[config.mk]
export PLATFORM = sky130hd
export DESIGN_NAME = srcc_ctrl
export DESIGN_NICKNAME = d
export VERILOG_FILES = /design/src/hdl/srcc_pkg.sv /design/src/hdl/srcc_path_if.sv /design/src/hdl/srcc_sync.sv /design/src/hdl/srcc_path_gate.sv /design/src/hdl/srcc_ctrl.sv
export SDC_FILE = /design/constraint.sdc
export NUM_CORES = 1
export LEC_CHECK = 0
export ABC_CLOCK_PERIOD_IN_PS = 6650
export CAP_MARGIN = 10
export CORE_MARGIN = 8
export CORE_UTILIZATION = 44
export CTS_CLUSTER_DIAMETER = 40
export DETAILED_ROUTE_END_ITERATION = 10
export DONT_BUFFER_PORTS = 1
export GPL_TIMING_DRIVEN = 0
export PLACE_DENSITY_LB_ADDON = 0.05
export RECOVER_POWER = 100
export SLEW_MARGIN = 5
export SYNTH_ARGS = -nofsm -noshare
export SYNTH_HDL_FRONTEND = slang
export SYNTH_SLANG_ARGS = --single-unit
[constraint.sdc]
create_clock -name clk_sys -period 6.65 [get_ports clk_sys]
set_input_delay 1.33 -clock clk_sys [delete_from_list [all_inputs] [get_ports clk_sys]]
set_output_delay 1.33 -clock clk_sys [all_outputs]
set_load 0.02 [all_outputs]
[src/hdl/srcc_pkg.sv]
package srcc_pkg;

  // ==========================================================================
  // Register indices. Byte address is four times the index.
  localparam logic [13:0] IDX_ASYNC_ENABLE  = 14'h0ee0;
  localparam logic [13:0] IDX_ASYNC_STATUS  = 14'h0ee1;
  localparam logic [13:0] IDX_ASYNC_RATE1   = 14'h0ee2;
  localparam logic [13:0] IDX_ASYNC_RATE2   = 14'h0ee3;
  localparam logic [13:0] IDX_ISO1_HIGH     = 14'h0ef0;
  localparam logic [13:0] IDX_ISO1_LOW      = 14'h0ef1;
  localparam logic [13:0] IDX_ISO1_ENABLE   = 14'h0ef2;
  localparam logic [13:0] IDX_ISO2_HIGH     = 14'h0ef3;
  localparam logic [13:0] IDX_ISO2_LOW      = 14'h0ef4;
  localparam logic [13:0] IDX_ISO2_ENABLE   = 14'h0ef5;
  localparam logic [13:0] IDX_ISO_STATUS    = 14'h0ef6;

  // ==========================================================================
  // Field positions and reset values.
  localparam int RATE_LSB = 11;
  localparam int RATE_MSB = 15;
  localparam int ISO_INT1_BIT = 15;
  localparam int ISO_INT2_BIT = 14;
  localparam int ISO_DEC1_BIT = 9;
  localparam int ISO_DEC2_BIT = 8;
  localparam logic [4:0] RST_ASYNC_RATE1 = 5'h00;
  localparam logic [4:0] RST_ASYNC_RATE2 = 5'h08;
  localparam logic [4:0] RST_ISO_RATE    = 5'h00;
  localparam int NUM_ASYNC_PATHS = 4;
  localparam int NUM_ISO_PATHS   = 4;
  localparam int NUM_ISO         = 2;

  // ==========================================================================
  // Shared rate code set.
  localparam logic [4:0] RATE_SYS_1   = 5'h00;
  localparam logic [4:0] RATE_SYS_2   = 5'h01;
  localparam logic [4:0] RATE_SYS_3   = 5'h02;
  localparam logic [4:0] RATE_ASYNC_A = 5'h08;
  localparam logic [4:0] RATE_ASYNC_B = 5'h09;

  function automatic logic srcc_rate_valid(input logic [4:0] code);
    return (code == RATE_SYS_1) || (code == RATE_SYS_2)
        || (code == RATE_SYS_3) || (code == RATE_ASYNC_A)
        || (code == RATE_ASYNC_B);
  endfunction

  function automatic logic srcc_rate_async(input logic [4:0] code);
    return (code == RATE_ASYNC_A) || (code == RATE_ASYNC_B);
  endfunction

endpackage

[src/hdl/srcc_path_if.sv]
`timescale 1ns/1ps
`default_nettype none
interface srcc_path_if;
  logic req;
  logic rateOk;
  logic clkOk;
  logic active;
  modport gate (input req, input rateOk, input clkOk, output active);
  modport ctrl (output req, output rateOk, output clkOk, input active);
endinterface
`default_nettype wire

[src/hdl/srcc_sync.sv]
`timescale 1ns/1ps
`default_nettype none
module srcc_sync
#(
  parameter int WIDTH = 1
)
(
  input  wire logic             clk,
  input  wire logic             rstN,
  input  wire logic [WIDTH-1:0] d,
  output var  logic [WIDTH-1:0] q
);
  logic [WIDTH-1:0] ff1;
  logic [WIDTH-1:0] ff2;
  logic [WIDTH-1:0] ff3;

  always_ff @(posedge clk or negedge rstN)
  begin
    if (!rstN)
    begin
      ff1 <= '0;
      ff2 <= '0;
      ff3 <= '0;
    end
    else
    begin
      ff1 <= d;
      ff2 <= ff1;
      ff3 <= ff2;
    end
  end

  // A bit is accepted only once the second and third stages agree.
  always_ff @(posedge clk or negedge rstN)
  begin
    if (!rstN)
      q <= '0;
    else
      for (int i = 0; i < WIDTH; i++)
        if (ff2[i] == ff3[i])
          q[i] <= ff3[i];
  end
endmodule
`default_nettype wire

[src/hdl/srcc_path_gate.sv]
`timescale 1ns/1ps
`default_nettype none
module srcc_path_gate
(
  input  wire logic clk,
  input  wire logic rstN,
  srcc_path_if.gate pathIf
);
  // A path only starts when its rates are legal and its clock is adequate.
  // Once running, a later clock shortfall does not stop it.
  always_ff @(posedge clk or negedge rstN)
  begin
    if (!rstN)
      pathIf.active <= 1'b0;
    else if (!pathIf.req)
      pathIf.active <= 1'b0;
    else if (!pathIf.active && pathIf.rateOk && pathIf.clkOk)
      pathIf.active <= 1'b1;
  end
endmodule
`default_nettype wire

[src/hdl/srcc_ctrl.sv]
`timescale 1ns/1ps
`default_nettype none
// Contract
// - Async enable bits 3,2,1,0 select paths.
// - Read-only status shows four actual path enables.
// - Rate one field bits 15:11, shared codes.
// - Rate two field same codes, resets 0x08.
// - Two isochronous converters, four paths each.
// - Each interp/decim path has own enable bit.
// - Underclocked clock refuses new enables, running continue.
// - Iso high field bits 15:11, reset 0x00.
// - Iso enable bits 15,14,9 for paths.
// - Status after refusal shows actually enabled paths.
// - Async path lock state offered as event.
// - Iso enable bit 8 is decimation two.
module srcc_ctrl
  import srcc_pkg::*;
(
  input  wire logic        clk_sys,
  input  wire logic        rst_n,
  input  wire logic        wbCycI,
  input  wire logic        wbStbI,
  input  wire logic        wbWeI,
  input  wire logic [15:0] wbAdrI,
  input  wire logic [3:0]  wbSelI,
  input  wire logic [31:0] wbDatI,
  output var  logic [31:0] wbDatO,
  output var  logic        wbAckO,
  input  wire logic        sysClkAdequate,
  input  wire logic        asyncClkAdequate,
  input  wire logic [3:0]  asyncLockIn,
  output var  logic [3:0]  asyncPathRun,
  output var  logic [7:0]  isoPathRun,
  output var  logic [3:0]  asyncLockSts,
  output var  logic        asyncLockEvt
);

  // ==========================================================================
  // Reset release
  logic rstMeta;
  logic rstN;

  always_ff @(posedge clk_sys or negedge rst_n)
  begin
    if (!rst_n)
    begin
      rstMeta <= 1'b0;
      rstN    <= 1'b0;
    end
    else
    begin
      rstMeta <= 1'b1;
      rstN    <= rstMeta;
    end
  end

  // ==========================================================================
  // Pin synchronisers
  logic [1:0] clkOkSync;
  logic [3:0] lockSync;

  srcc_sync #(.WIDTH(2)) uClkSync
  (
    .clk  (clk_sys),
    .rstN (rstN),
    .d    ({asyncClkAdequate, sysClkAdequate}),
    .q    (clkOkSync)
  );

  srcc_sync #(.WIDTH(4)) uLockSync
  (
    .clk  (clk_sys),
    .rstN (rstN),
    .d    (asyncLockIn),
    .q    (lockSync)
  );

  logic sysOk;
  logic asyncOk;
  assign sysOk   = clkOkSync[0];
  assign asyncOk = clkOkSync[1];

  // ==========================================================================
  // Wishbone decode
  logic        busReq;
  logic        busWr;
  logic [13:0] busIdx;
  logic [15:0] wrMask;
  logic [15:0] wrData;

  assign busReq = wbCycI && wbStbI && !wbAckO;
  assign busWr  = busReq && wbWeI;
  assign busIdx = wbAdrI[15:2];
  assign wrMask = {{8{wbSelI[1]}}, {8{wbSelI[0]}}};
  assign wrData = wbDatI[15:0];

  function automatic logic [15:0] mergeWr(input logic [15:0] old,
                                          input logic [15:0] data,
                                          input logic [15:0] mask);
    return (old & ~mask) | (data & mask);
  endfunction

  // ==========================================================================
  // Control registers
  logic [3:0]  asyncEnR;
  logic [4:0]  asyncRate1R;
  logic [4:0]  asyncRate2R;
  logic [4:0]  isoHighR [NUM_ISO];
  logic [4:0]  isoLowR  [NUM_ISO];
  logic [3:0]  isoEnR   [NUM_ISO];
  logic [15:0] asyncEnWord;
  logic [15:0] asyncEnNxt;
  logic [15:0] rate1Nxt;
  logic [15:0] rate2Nxt;

  assign asyncEnWord = {12'h000, asyncEnR};
  assign asyncEnNxt  = mergeWr(asyncEnWord, wrData, wrMask);
  assign rate1Nxt    = mergeWr({asyncRate1R, 11'h000}, wrData, wrMask);
  assign rate2Nxt    = mergeWr({asyncRate2R, 11'h000}, wrData, wrMask);

  // Enable bit per path, bit 3 the reverse left path.
  always_ff @(posedge clk_sys or negedge rstN)
  begin
    if (!rstN)
      asyncEnR <= 4'h0;
    else if (busWr && busIdx == IDX_ASYNC_ENABLE)
      asyncEnR <= asyncEnNxt[3:0];
  end

  // Rate fields sit in the top five bits, so only the high byte select counts.
  always_ff @(posedge clk_sys or negedge rstN)
  begin
    if (!rstN)
    begin
      asyncRate1R <= RST_ASYNC_RATE1;
      asyncRate2R <= RST_ASYNC_RATE2;
    end
    else if (busWr && busIdx == IDX_ASYNC_RATE1)
      asyncRate1R <= rate1Nxt[RATE_MSB:RATE_LSB];
    else if (busWr && busIdx == IDX_ASYNC_RATE2)
      asyncRate2R <= rate2Nxt[RATE_MSB:RATE_LSB];
  end

  // Two isochronous converters with the same layout, three words apart.
  genvar g;
  generate
    for (g = 0; g < NUM_ISO; g++)
    begin : gIsoRegs
      localparam logic [13:0] BASE = IDX_ISO1_HIGH + 14'(3 * g);
      logic [15:0] enWord;
      logic [15:0] enNxt;

      logic [15:0] highNxt;
      logic [15:0] lowNxt;

      assign enWord  = {isoEnR[g][3:2], 4'h0, isoEnR[g][1:0], 8'h00};
      assign enNxt   = mergeWr(enWord, wrData, wrMask);
      assign highNxt = mergeWr({isoHighR[g], 11'h000}, wrData, wrMask);
      assign lowNxt  = mergeWr({isoLowR[g], 11'h000}, wrData, wrMask);

      always_ff @(posedge clk_sys or negedge rstN)
      begin
        if (!rstN)
        begin
          isoHighR[g] <= RST_ISO_RATE;
          isoLowR[g]  <= RST_ISO_RATE;
          isoEnR[g]   <= 4'h0;
        end
        else if (busWr && busIdx == BASE)
          isoHighR[g] <= highNxt[RATE_MSB:RATE_LSB];
        else if (busWr && busIdx == BASE + 14'h0001)
          isoLowR[g] <= lowNxt[RATE_MSB:RATE_LSB];
        else if (busWr && busIdx == BASE + 14'h0002)
          // Order inside isoEnR: int1, int2, dec1, dec2 from the top.
          isoEnR[g] <= {enNxt[ISO_INT1_BIT], enNxt[ISO_INT2_BIT],
                        enNxt[ISO_DEC1_BIT],
                        enNxt[ISO_DEC2_BIT]};
      end
    end
  endgenerate

  // ==========================================================================
  // Path gating
  logic asyncRatesOk;
  logic asyncClkOk;
  logic isoRatesOk [NUM_ISO];
  logic isoClkOk   [NUM_ISO];

  // Reserved codes make the whole converter unstartable.
  assign asyncRatesOk = srcc_rate_valid(asyncRate1R)
                     && srcc_rate_valid(asyncRate2R);
  assign asyncClkOk =
      (srcc_rate_async(asyncRate1R) ? asyncOk : sysOk)
   && (srcc_rate_async(asyncRate2R) ? asyncOk : sysOk);

  generate
    for (g = 0; g < NUM_ISO; g++)
    begin : gIsoChk
      // A mixed-domain pair cannot be clocked, so it is treated as invalid.
      assign isoRatesOk[g] = srcc_rate_valid(isoHighR[g])
                          && srcc_rate_valid(isoLowR[g])
                          && (srcc_rate_async(isoHighR[g])
                              == srcc_rate_async(isoLowR[g]));
      assign isoClkOk[g] = srcc_rate_async(isoHighR[g]) ? asyncOk
                                                        : sysOk;
    end
  endgenerate

  srcc_path_if asyncIf [NUM_ASYNC_PATHS] ();
  srcc_path_if isoIf   [NUM_ISO * NUM_ISO_PATHS] ();

  generate
    for (g = 0; g < NUM_ASYNC_PATHS; g++)
    begin : gAsyncPath
      assign asyncIf[g].req    = asyncEnR[g];
      assign asyncIf[g].rateOk = asyncRatesOk;
      assign asyncIf[g].clkOk  = asyncClkOk;

      srcc_path_gate uGate
      (
        .clk    (clk_sys),
        .rstN   (rstN),
        .pathIf (asyncIf[g])
      );
    end

    for (g = 0; g < NUM_ISO * NUM_ISO_PATHS; g++)
    begin : gIsoPath
      localparam int CONV = g / NUM_ISO_PATHS;
      localparam int PATH = g % NUM_ISO_PATHS;

      assign isoIf[g].req    = isoEnR[CONV][PATH];
      assign isoIf[g].rateOk = isoRatesOk[CONV];
      assign isoIf[g].clkOk  = isoClkOk[CONV];

      srcc_path_gate uGate
      (
        .clk    (clk_sys),
        .rstN   (rstN),
        .pathIf (isoIf[g])
      );
    end
  endgenerate

  logic [3:0] asyncActive;
  logic [7:0] isoActive;

  generate
    for (g = 0; g < NUM_ASYNC_PATHS; g++)
    begin : gAsyncAct
      assign asyncActive[g] = asyncIf[g].active;
    end
    for (g = 0; g < NUM_ISO * NUM_ISO_PATHS; g++)
    begin : gIsoAct
      assign isoActive[g] = isoIf[g].active;
    end
  endgenerate

  // Run outputs mirror the gate flip-flops one cycle later.
  always_ff @(posedge clk_sys or negedge rstN)
  begin
    if (!rstN)
    begin
      asyncPathRun <= 4'h0;
      isoPathRun   <= 8'h00;
    end
    else
    begin
      asyncPathRun <= asyncActive;
      isoPathRun   <= isoActive;
    end
  end

  // ==========================================================================
  // Lock state
  always_ff @(posedge clk_sys or negedge rstN)
  begin
    if (!rstN)
    begin
      asyncLockSts <= 4'h0;
      asyncLockEvt <= 1'b0;
    end
    else
    begin
      asyncLockSts <= lockSync;
      asyncLockEvt <= (lockSync != asyncLockSts);
    end
  end

  // ==========================================================================
  // Read mux and acknowledge
  logic [15:0] rdWord;

  always_comb
  begin
    rdWord = 16'h0000;
    unique case (busIdx)
      IDX_ASYNC_ENABLE: rdWord = asyncEnWord;
      IDX_ASYNC_STATUS: rdWord = {12'h000, asyncActive};
      IDX_ASYNC_RATE1:  rdWord = {asyncRate1R, 11'h000};
      IDX_ASYNC_RATE2:  rdWord = {asyncRate2R, 11'h000};
      IDX_ISO1_HIGH:    rdWord = {isoHighR[0], 11'h000};
      IDX_ISO1_LOW:     rdWord = {isoLowR[0], 11'h000};
      IDX_ISO1_ENABLE:  rdWord = gIsoRegs[0].enWord;
      IDX_ISO2_HIGH:    rdWord = {isoHighR[1], 11'h000};
      IDX_ISO2_LOW:     rdWord = {isoLowR[1], 11'h000};
      IDX_ISO2_ENABLE:  rdWord = gIsoRegs[1].enWord;
      IDX_ISO_STATUS:   rdWord = {8'h00, isoActive};
      default:          rdWord = 16'h0000;
    endcase
  end

  // Unmapped addresses are acknowledged with zero data so a stray access
  // never hangs the bus.
  always_ff @(posedge clk_sys or negedge rstN)
  begin
    if (!rstN)
    begin
      wbAckO <= 1'b0;
      wbDatO <= 32'h0000_0000;
    end
    else
    begin
      wbAckO <= busReq;
      if (busReq && !wbWeI)
        wbDatO <= {16'h0000, rdWord};
    end
  end

endmodule
`default_nettype wire

==> results of run 1 <==
stage by stage:
step	utilization [%]	setup slack, ns	instances	instance area [sq um]
6_report	52.50	3.281	531	5420
5_1_grt	52.50	3.079	531	5420
4_1_cts	53.35	3.765	531	5508
3_5_place_dp	47.81	3.231	499	4936
3_3_place_gp	47.51	2.094	498	4905
2_1_floorplan	-	3.271	362	4735
area by class of cell:
cell class | count | area (sq um)
fill | 900 | 4903
tap | 136 | 170.2
multi-input combinational | 217 | 1637
clock buffer | 22 | 462.9
buffer | 29 | 173.9
timing repair buffer | 1 | 27.53
inverter | 3 | 11.26
clock inverter | 10 | 108.9
sequential | 113 | 2829
power by group:
part	switching [mW]	leakage, nW	total, mW	internal, mW
registers	0.0209	1.50	0.723	0.702
logic	0.0368	0.694	0.0593	0.0225
clock network	0.298	0.281	0.856	0.559
per-layer routing:
layer	wire length, um	share of wire, %	vias up
met4	113	1.1	0
met5	0	0	-
met2	5353	50	74
met3	750	7.0	8
met1	4526	42	1451
li1	-	-	1317
path summary, 6_finish.rpt:
kind / startpoint / slack, ns / to / depth (start not counted)
hold / removal: uLockSync.ff1[2] / 0.34 / uLockSync.ff2[2] / 0
max in group asynchronous: rstN / 4.11 / asynchronous set/reset pin / 0
setup reg to reg: wbAckO / 3.66 / flip-flop / 5
min in group asynchronous: rst_n / 0.51 / rstN / 0
setup / recovery: wbAdrI[10] / 3.28 / flip-flop / 5
hold reg to reg: uLockSync.ff1[2] / 0.34 / uLockSync.ff2[2] / 0
logic make-up (layout without fill, tap and decap cells):
group / Yosys count / in the layout
XOR/XNOR: 4 / 4
AND/OR/NAND/NOR: 73 / 73
flip-flops: 113 / 113
multiplexers: 57 / 57
buffers and inverters: 32 / 65
AO/OA/AOI/OAI: 59 / 59
other: 2 / 18
adder cells (fa/ha/maj): 6 / 6
placed cells by master (no fill, tap or decap), drive strengths merged, types with 3 or more instances in the layout:
cell type	instances
maj3	6
nand4	3
o31ai	3
buf	19
mux2i	4
inv	3
dfrtp	112
o21a	12
conb	18
nor3	7
clkbuf	33
o41ai	3
o22ai	4
clkinv	6
a32oi	4
nor4	7
xnor2	4
nand2	30
o21ai	12
a211oi	3
a21oi	3
mux2	52
nor3b	3
nand4b	4
nor2	3
a22oi	10
==> key figures, run 1 <==
Setup path
  – CP Launch Type: primary input
  – WS Path Type: primary input to flip-flop
  – Arr. time, crit path: 3.75 ns
  – CP Data Required Time: around 7.0 ns
  – Crit path buffers/inverters: 1
  – Crit Path Max Fanout: 8
  – Delay-heaviest family, CP: simple AND/OR/NAND/NOR gates
  – CP Capture Type: flip-flop
  – Crit path cell chain: nand4b_1, or4_1, clkbuf_1, nor4_1, mux2_1
  – CP peak stage delay: 0.96 ns
  – Critical path's slowest cell: nor4_1

Logic synthesis
  – Biggest area consumer among synthesized cells: dfrtp_1
  – Unique masters post-synth: 50
  – Largest family of logic cells by synthesized area: multiplexers
  – Avg Cell Area, Syn: about 14 sq um
  – Ys flop type: dfrtp_1
  – Post-synth top cells: 112 x dfrtp_1, 52 x mux2_2, 30 x nand2_1
  – Ys async rst share: 100.0%
  – Xor-xnor portion of the synthesized cell area: less than 1%
  – Compound-Gate Fraction of Synth Area: 8.967%
  – Syn Inst Count: 346
  – Post-synthesis adder-cell area fraction: 1.285%
  – Seq cells post-synth: 113
  – Most frequent cell after synthesis: dfrtp_1
  – Synth Warn #: 0
  – Mux share of post-synthesis cell area: 13.87%
  – Simple-gate portion of the synthesized area: roughly 10%
  – Synthesized cell area: approximately 0.0047 sq mm
  – Top post-synthesis cells by area: dfrtp_1 60%, mux2_2 13%, buf_4 2.9%
  – Seq/Total Area, Yosys: 60.52%
  – EDFF count, synth: 0
  – Top cell type's share of synthesized area: 59.96%

Detailed routing
  – DRT Pass-1 Iters: 5
  – DR DRC count: 0
  – DR vias: 2850
  – Vias per inst: 5.367
  – Detail Route Antenna Nets: 0
  – Final WL: 10740 um
  – WL per Instance: 20.23 um
  – DRT iter0 DRCs: 174

Global route
  – Gr busiest metal: met2
  – Grt total ovfl: 0
  – Initial antenna violation count: 0
  – Largest net degree at the start of global routing: 64
  – Global-route met1 utilization: between 10% and 20%
  – Number of global-route vias before repair: 3004
  – Met3 global-route usage: 6.094%
  – Met2 Track Usage GR: between 20% and 30%
  – First-pass GRT wire length: 17310 um
  – GRT Total Usage: 15.90%

Clock network
  – Post-CTS Setup Inserts: 0
  – PostCTS Resize Cnt: 0
  – Hold_buf cts: 0
  – Worst-path clk slew: ~0.050 ns
  – CTS root buf: clkbuf_8
  – Worst-skew pair later-pin latency: between 0.5 and 0.6 ns
  – CTS tree: built
  – CTS Buf Count: 17
  – Max clock buf depth: 2
  – CTS sink count: about 110
  – H-tree depth: 4

Min path
  – Worst Hold Class: flip-flop to flip-flop

Die
  – Num rows: 37
  – Top-Level Pins: 113
  – Die Y-Extent: 119.1 um
  – Core Area: just over 0.01 sq mm
  – Die area: roughly 0.014 sq mm
  – Die Span X: 119.1 um
  – Initial Utilization: around 45%

STA
  – Worst hold slack: 0.3437 ns
  – Final Hold Viols: 0
  – FMAX: 296.9 MHz
  – Least-Margin Pin Slew: 2.544 ns
  – # setup viols final: 0
  – Slew Viols, Final: between 60 and 70
  – Slew headroom: -69.58%
  – Final min period: between 3 and 4 ns
  – Clock skew: 0.008195 ns
  – Final worst-path cycle share: 50.66%
  – Setup TNS: 0 ns
  – RSZ-0062 raised after global routing: false

Job
  – MaxCap Viol Count: 1

Power and ir drop
  – Worst vdd ir: roughly 0.13 mV
  – Lkg Pwr: 2.475 nW
  – Total power: between 1.5 and 2 mW
  – Pwr/cell area: 302.2 mW/mm^2

Placement
  – Dpl hpwl: between 7000 and 8000 um
  – Final GP Congestion: 0.8464
  – Port buffer count: 0

Run status
  – Status: finished with violations
  – Violated checks: max-capacitance violations, max-slew violations

Finish
  – Layout cells sized above 1: 26.84%
  – Area Overhead vs Synth: 15.95%
  – # diodes: 0
  – Nets: between 400 and 500
Power figures use the tool's default switching activity.
==> run 2, diff against run 1 <==
Settings changed: ABC_CLOCK_PERIOD_IN_PS 6650 to 3400.
Clock period 6.65 ns to 3.4 ns, I/O delays scaled along.
==> key figures, run 2 (same netlist as run 1, synthesis figures left out) <==
STA
  – Slew headroom: -1.212% (+68 points)
  – Slew Viols, Final: 9 (-86%)
  – Final min period: 2.845 ns
  – FMAX: 351.5 MHz
  – Final worst-path cycle share: a little over four fifths
  – Final Hold Viols: 0 (unchanged)
  – RSZ-0062 raised after global routing: false
  – # setup viols final: 0 (unchanged)
  – Clock skew: 0.007581 ns (-0.0006140 ns)
  – Least-Margin Pin Slew: 1.504 ns (-1.039 ns)

Power and ir drop
  – Pwr/cell area: 588.4 mW/mm^2 (+95%)
  – Lkg Pwr: 2.483 nW (+0.30%)
  – Worst vdd ir: 0.2450 mV (+93%)
  – Total power: 3.202 mW (+95%)

Clock network
  – Max clock buf depth: 2 (unchanged)
  – CTS Buf Count: 17 (unchanged)
  – PostCTS Resize Cnt: 0 (unchanged)
  – CTS sink count: 113 (unchanged)
  – Hold_buf cts: 1 (+1)
  – Worst-path clk slew: 0.05 ns (about the same)
  – Worst-skew pair later-pin latency: 0.50 ns (about the same)
  – H-tree depth: 4 (unchanged)
  – CTS tree: built
  – CTS root buf: clkbuf_8
  – Post-CTS Setup Inserts: 0 (unchanged)

Die
  – Die area: 0.01418 sq mm (unchanged)
  – Top-Level Pins: 113 (unchanged)
  – Die Span X: 119.1 um (unchanged)
  – Die Y-Extent: 119.1 um (unchanged)
  – Num rows: 37 (unchanged)
  – Core Area: 0.01032 sq mm (unchanged)
  – Initial Utilization: 45.28% (unchanged)

Global route
  – Initial antenna violation count: 0 (unchanged)
  – Number of global-route vias before repair: 3009 (+0.17%)
  – Largest net degree at the start of global routing: 64 (unchanged)
  – Grt total ovfl: 0 (unchanged)
  – First-pass GRT wire length: 17310 um (unchanged)
  – GRT Total Usage: 15.90% (unchanged)

Finish
  – Fill cell count: 897 (-0.33%)
  – Layout cells sized above 1: 27.78% (+0.94 points)
  – Footprint of the multi-input gates: 0.001667 sq mm (+1.8%)
  – Most frequent cells in the layout: 111 x dfrtp_1, 52 x mux2_2, 30 x nand2_1, 18 x conb_1, 17 x buf_4
  – Commonest non-fill, non-tap cell in the layout: dfrtp_1
  – Area Overhead vs Synth: 16.41%
  – Reg area: 0.002833 sq mm (+0.13%)
  – # diodes: 0 (unchanged)
  – Nets: 446 (+0.22%)
  – Layout Utilization: 52.71% (+0.21 points)

Placement
  – Final GP Congestion: 0.8464 (unchanged)
  – Dpl hpwl: 7914 um (unchanged)
  – Port buffer count: 0 (unchanged)

Min path
  – Worst Hold Class: primary input to flip-flop

Detailed routing
  – DRT Pass-1 Iters: 4 (-1)
  – Final WL: 10730 um (-0.14%)
  – WL per Instance: 20.17 um (-0.33%)
  – Detail Route Antenna Nets: 0 (unchanged)
  – DR vias: 2884 (+1.2%)
  – Vias per inst: 5.421 (+1.0%)
  – DRT iter0 DRCs: 152 (-13%)
  – DR DRC count: 0 (unchanged)

Run status
  – Violated checks: max-capacitance violations, max-slew violations
  – Status: finished with violations

Setup path
  – Crit Path Max Fanout: 8 (unchanged)
  – CP Capture Type: flip-flop
  – WS Path Type: flip-flop to flip-flop
  – CP Data Required Time: 3.78 ns (-3.25 ns)
  – CP Launch Type: flip-flop
  – Arr. time, crit path: 3.23 ns (-0.52 ns)

Job
  – MaxCap Viol Count: 1 (unchanged)
run 2: cell count changes in the layout (fill, tap and decap cells not counted), sizes merged:
cell and delta:
dlygate4sd3 +1, clkbuf +1, buf -1
run 2: worst paths after layout:
check	start	endpoint	slack, ns	cells past startpoint
min	asyncLockIn[1]	uLockSync.ff1[1]	0.20	0
min in group asynchronous	rst_n	rstN	0.41	1
min reg2reg	uLockSync.ff1[2]	uLockSync.ff2[2]	0.34	0
max in group asynchronous	rstN	wbDatO[5]	1.34	1
max	wbAckO	flip-flop	0.56	5
max reg2reg	wbAckO	flip-flop	0.56	5
run 2: report_power, final:
| group | switching (mW) | internal [mW] |
|---|---|---|
| sequential | 0.0404 | 1.37 |
| clock | 0.581 | 1.09 |
| combinational | 0.0739 | 0.0415 |
run 2: stage by stage:
step	setup TNS (ns)	std cells	worst slack (ns)	cell area [sq um]	hold WS (ns)
after floorplan	0	362	0.02068	4735	0.3312
after global placement	-126.31	498	-1.156	4905	0.3328
after detailed placement	0	499	0.6314	4936	0.3355
after CTS	0	532	0.9034	5518	0.1728
after global routing	0	532	0.4689	5441	0.1664
final	0	532	0.5554	5441	0.1998
run 2: routing by layer:
| metal | up-vias | global-route usage, % | share of wire, % |
|---|---|---|---|
| met5 | - | 0 | 0 |
| met2 | 88 | 25.57 | 50 |
| met1 | 1460 | 18.83 | 42 |
| met4 | 0 | 6.403 | 1.5 |
| met3 | 10 | 6.094 | 7.1 |
| li1 | 1326 | - | - |
run 2: area by class of cell:
type / count / share of cell area (%)
plain buffers: 29 / 3.196
inverters: 3 / 0.2069
flip-flops and latches: 113 / 52.06
repair buffers: 2 / 0.2759
well taps: 136 / 3.127
clock buffers: 22 / 8.508
multi-input cells: 217 / 30.63
clock inverters: 10 / 2.000
run 2: worst max-delay path, cell delays in order (launching register included):
cell and delay (ns):
dfrtp_1 0.46, nand3b_1 0.25, or4_1 0.54, clkbuf_1 0.28, nor3_1 0.78, mux2_2 0.41
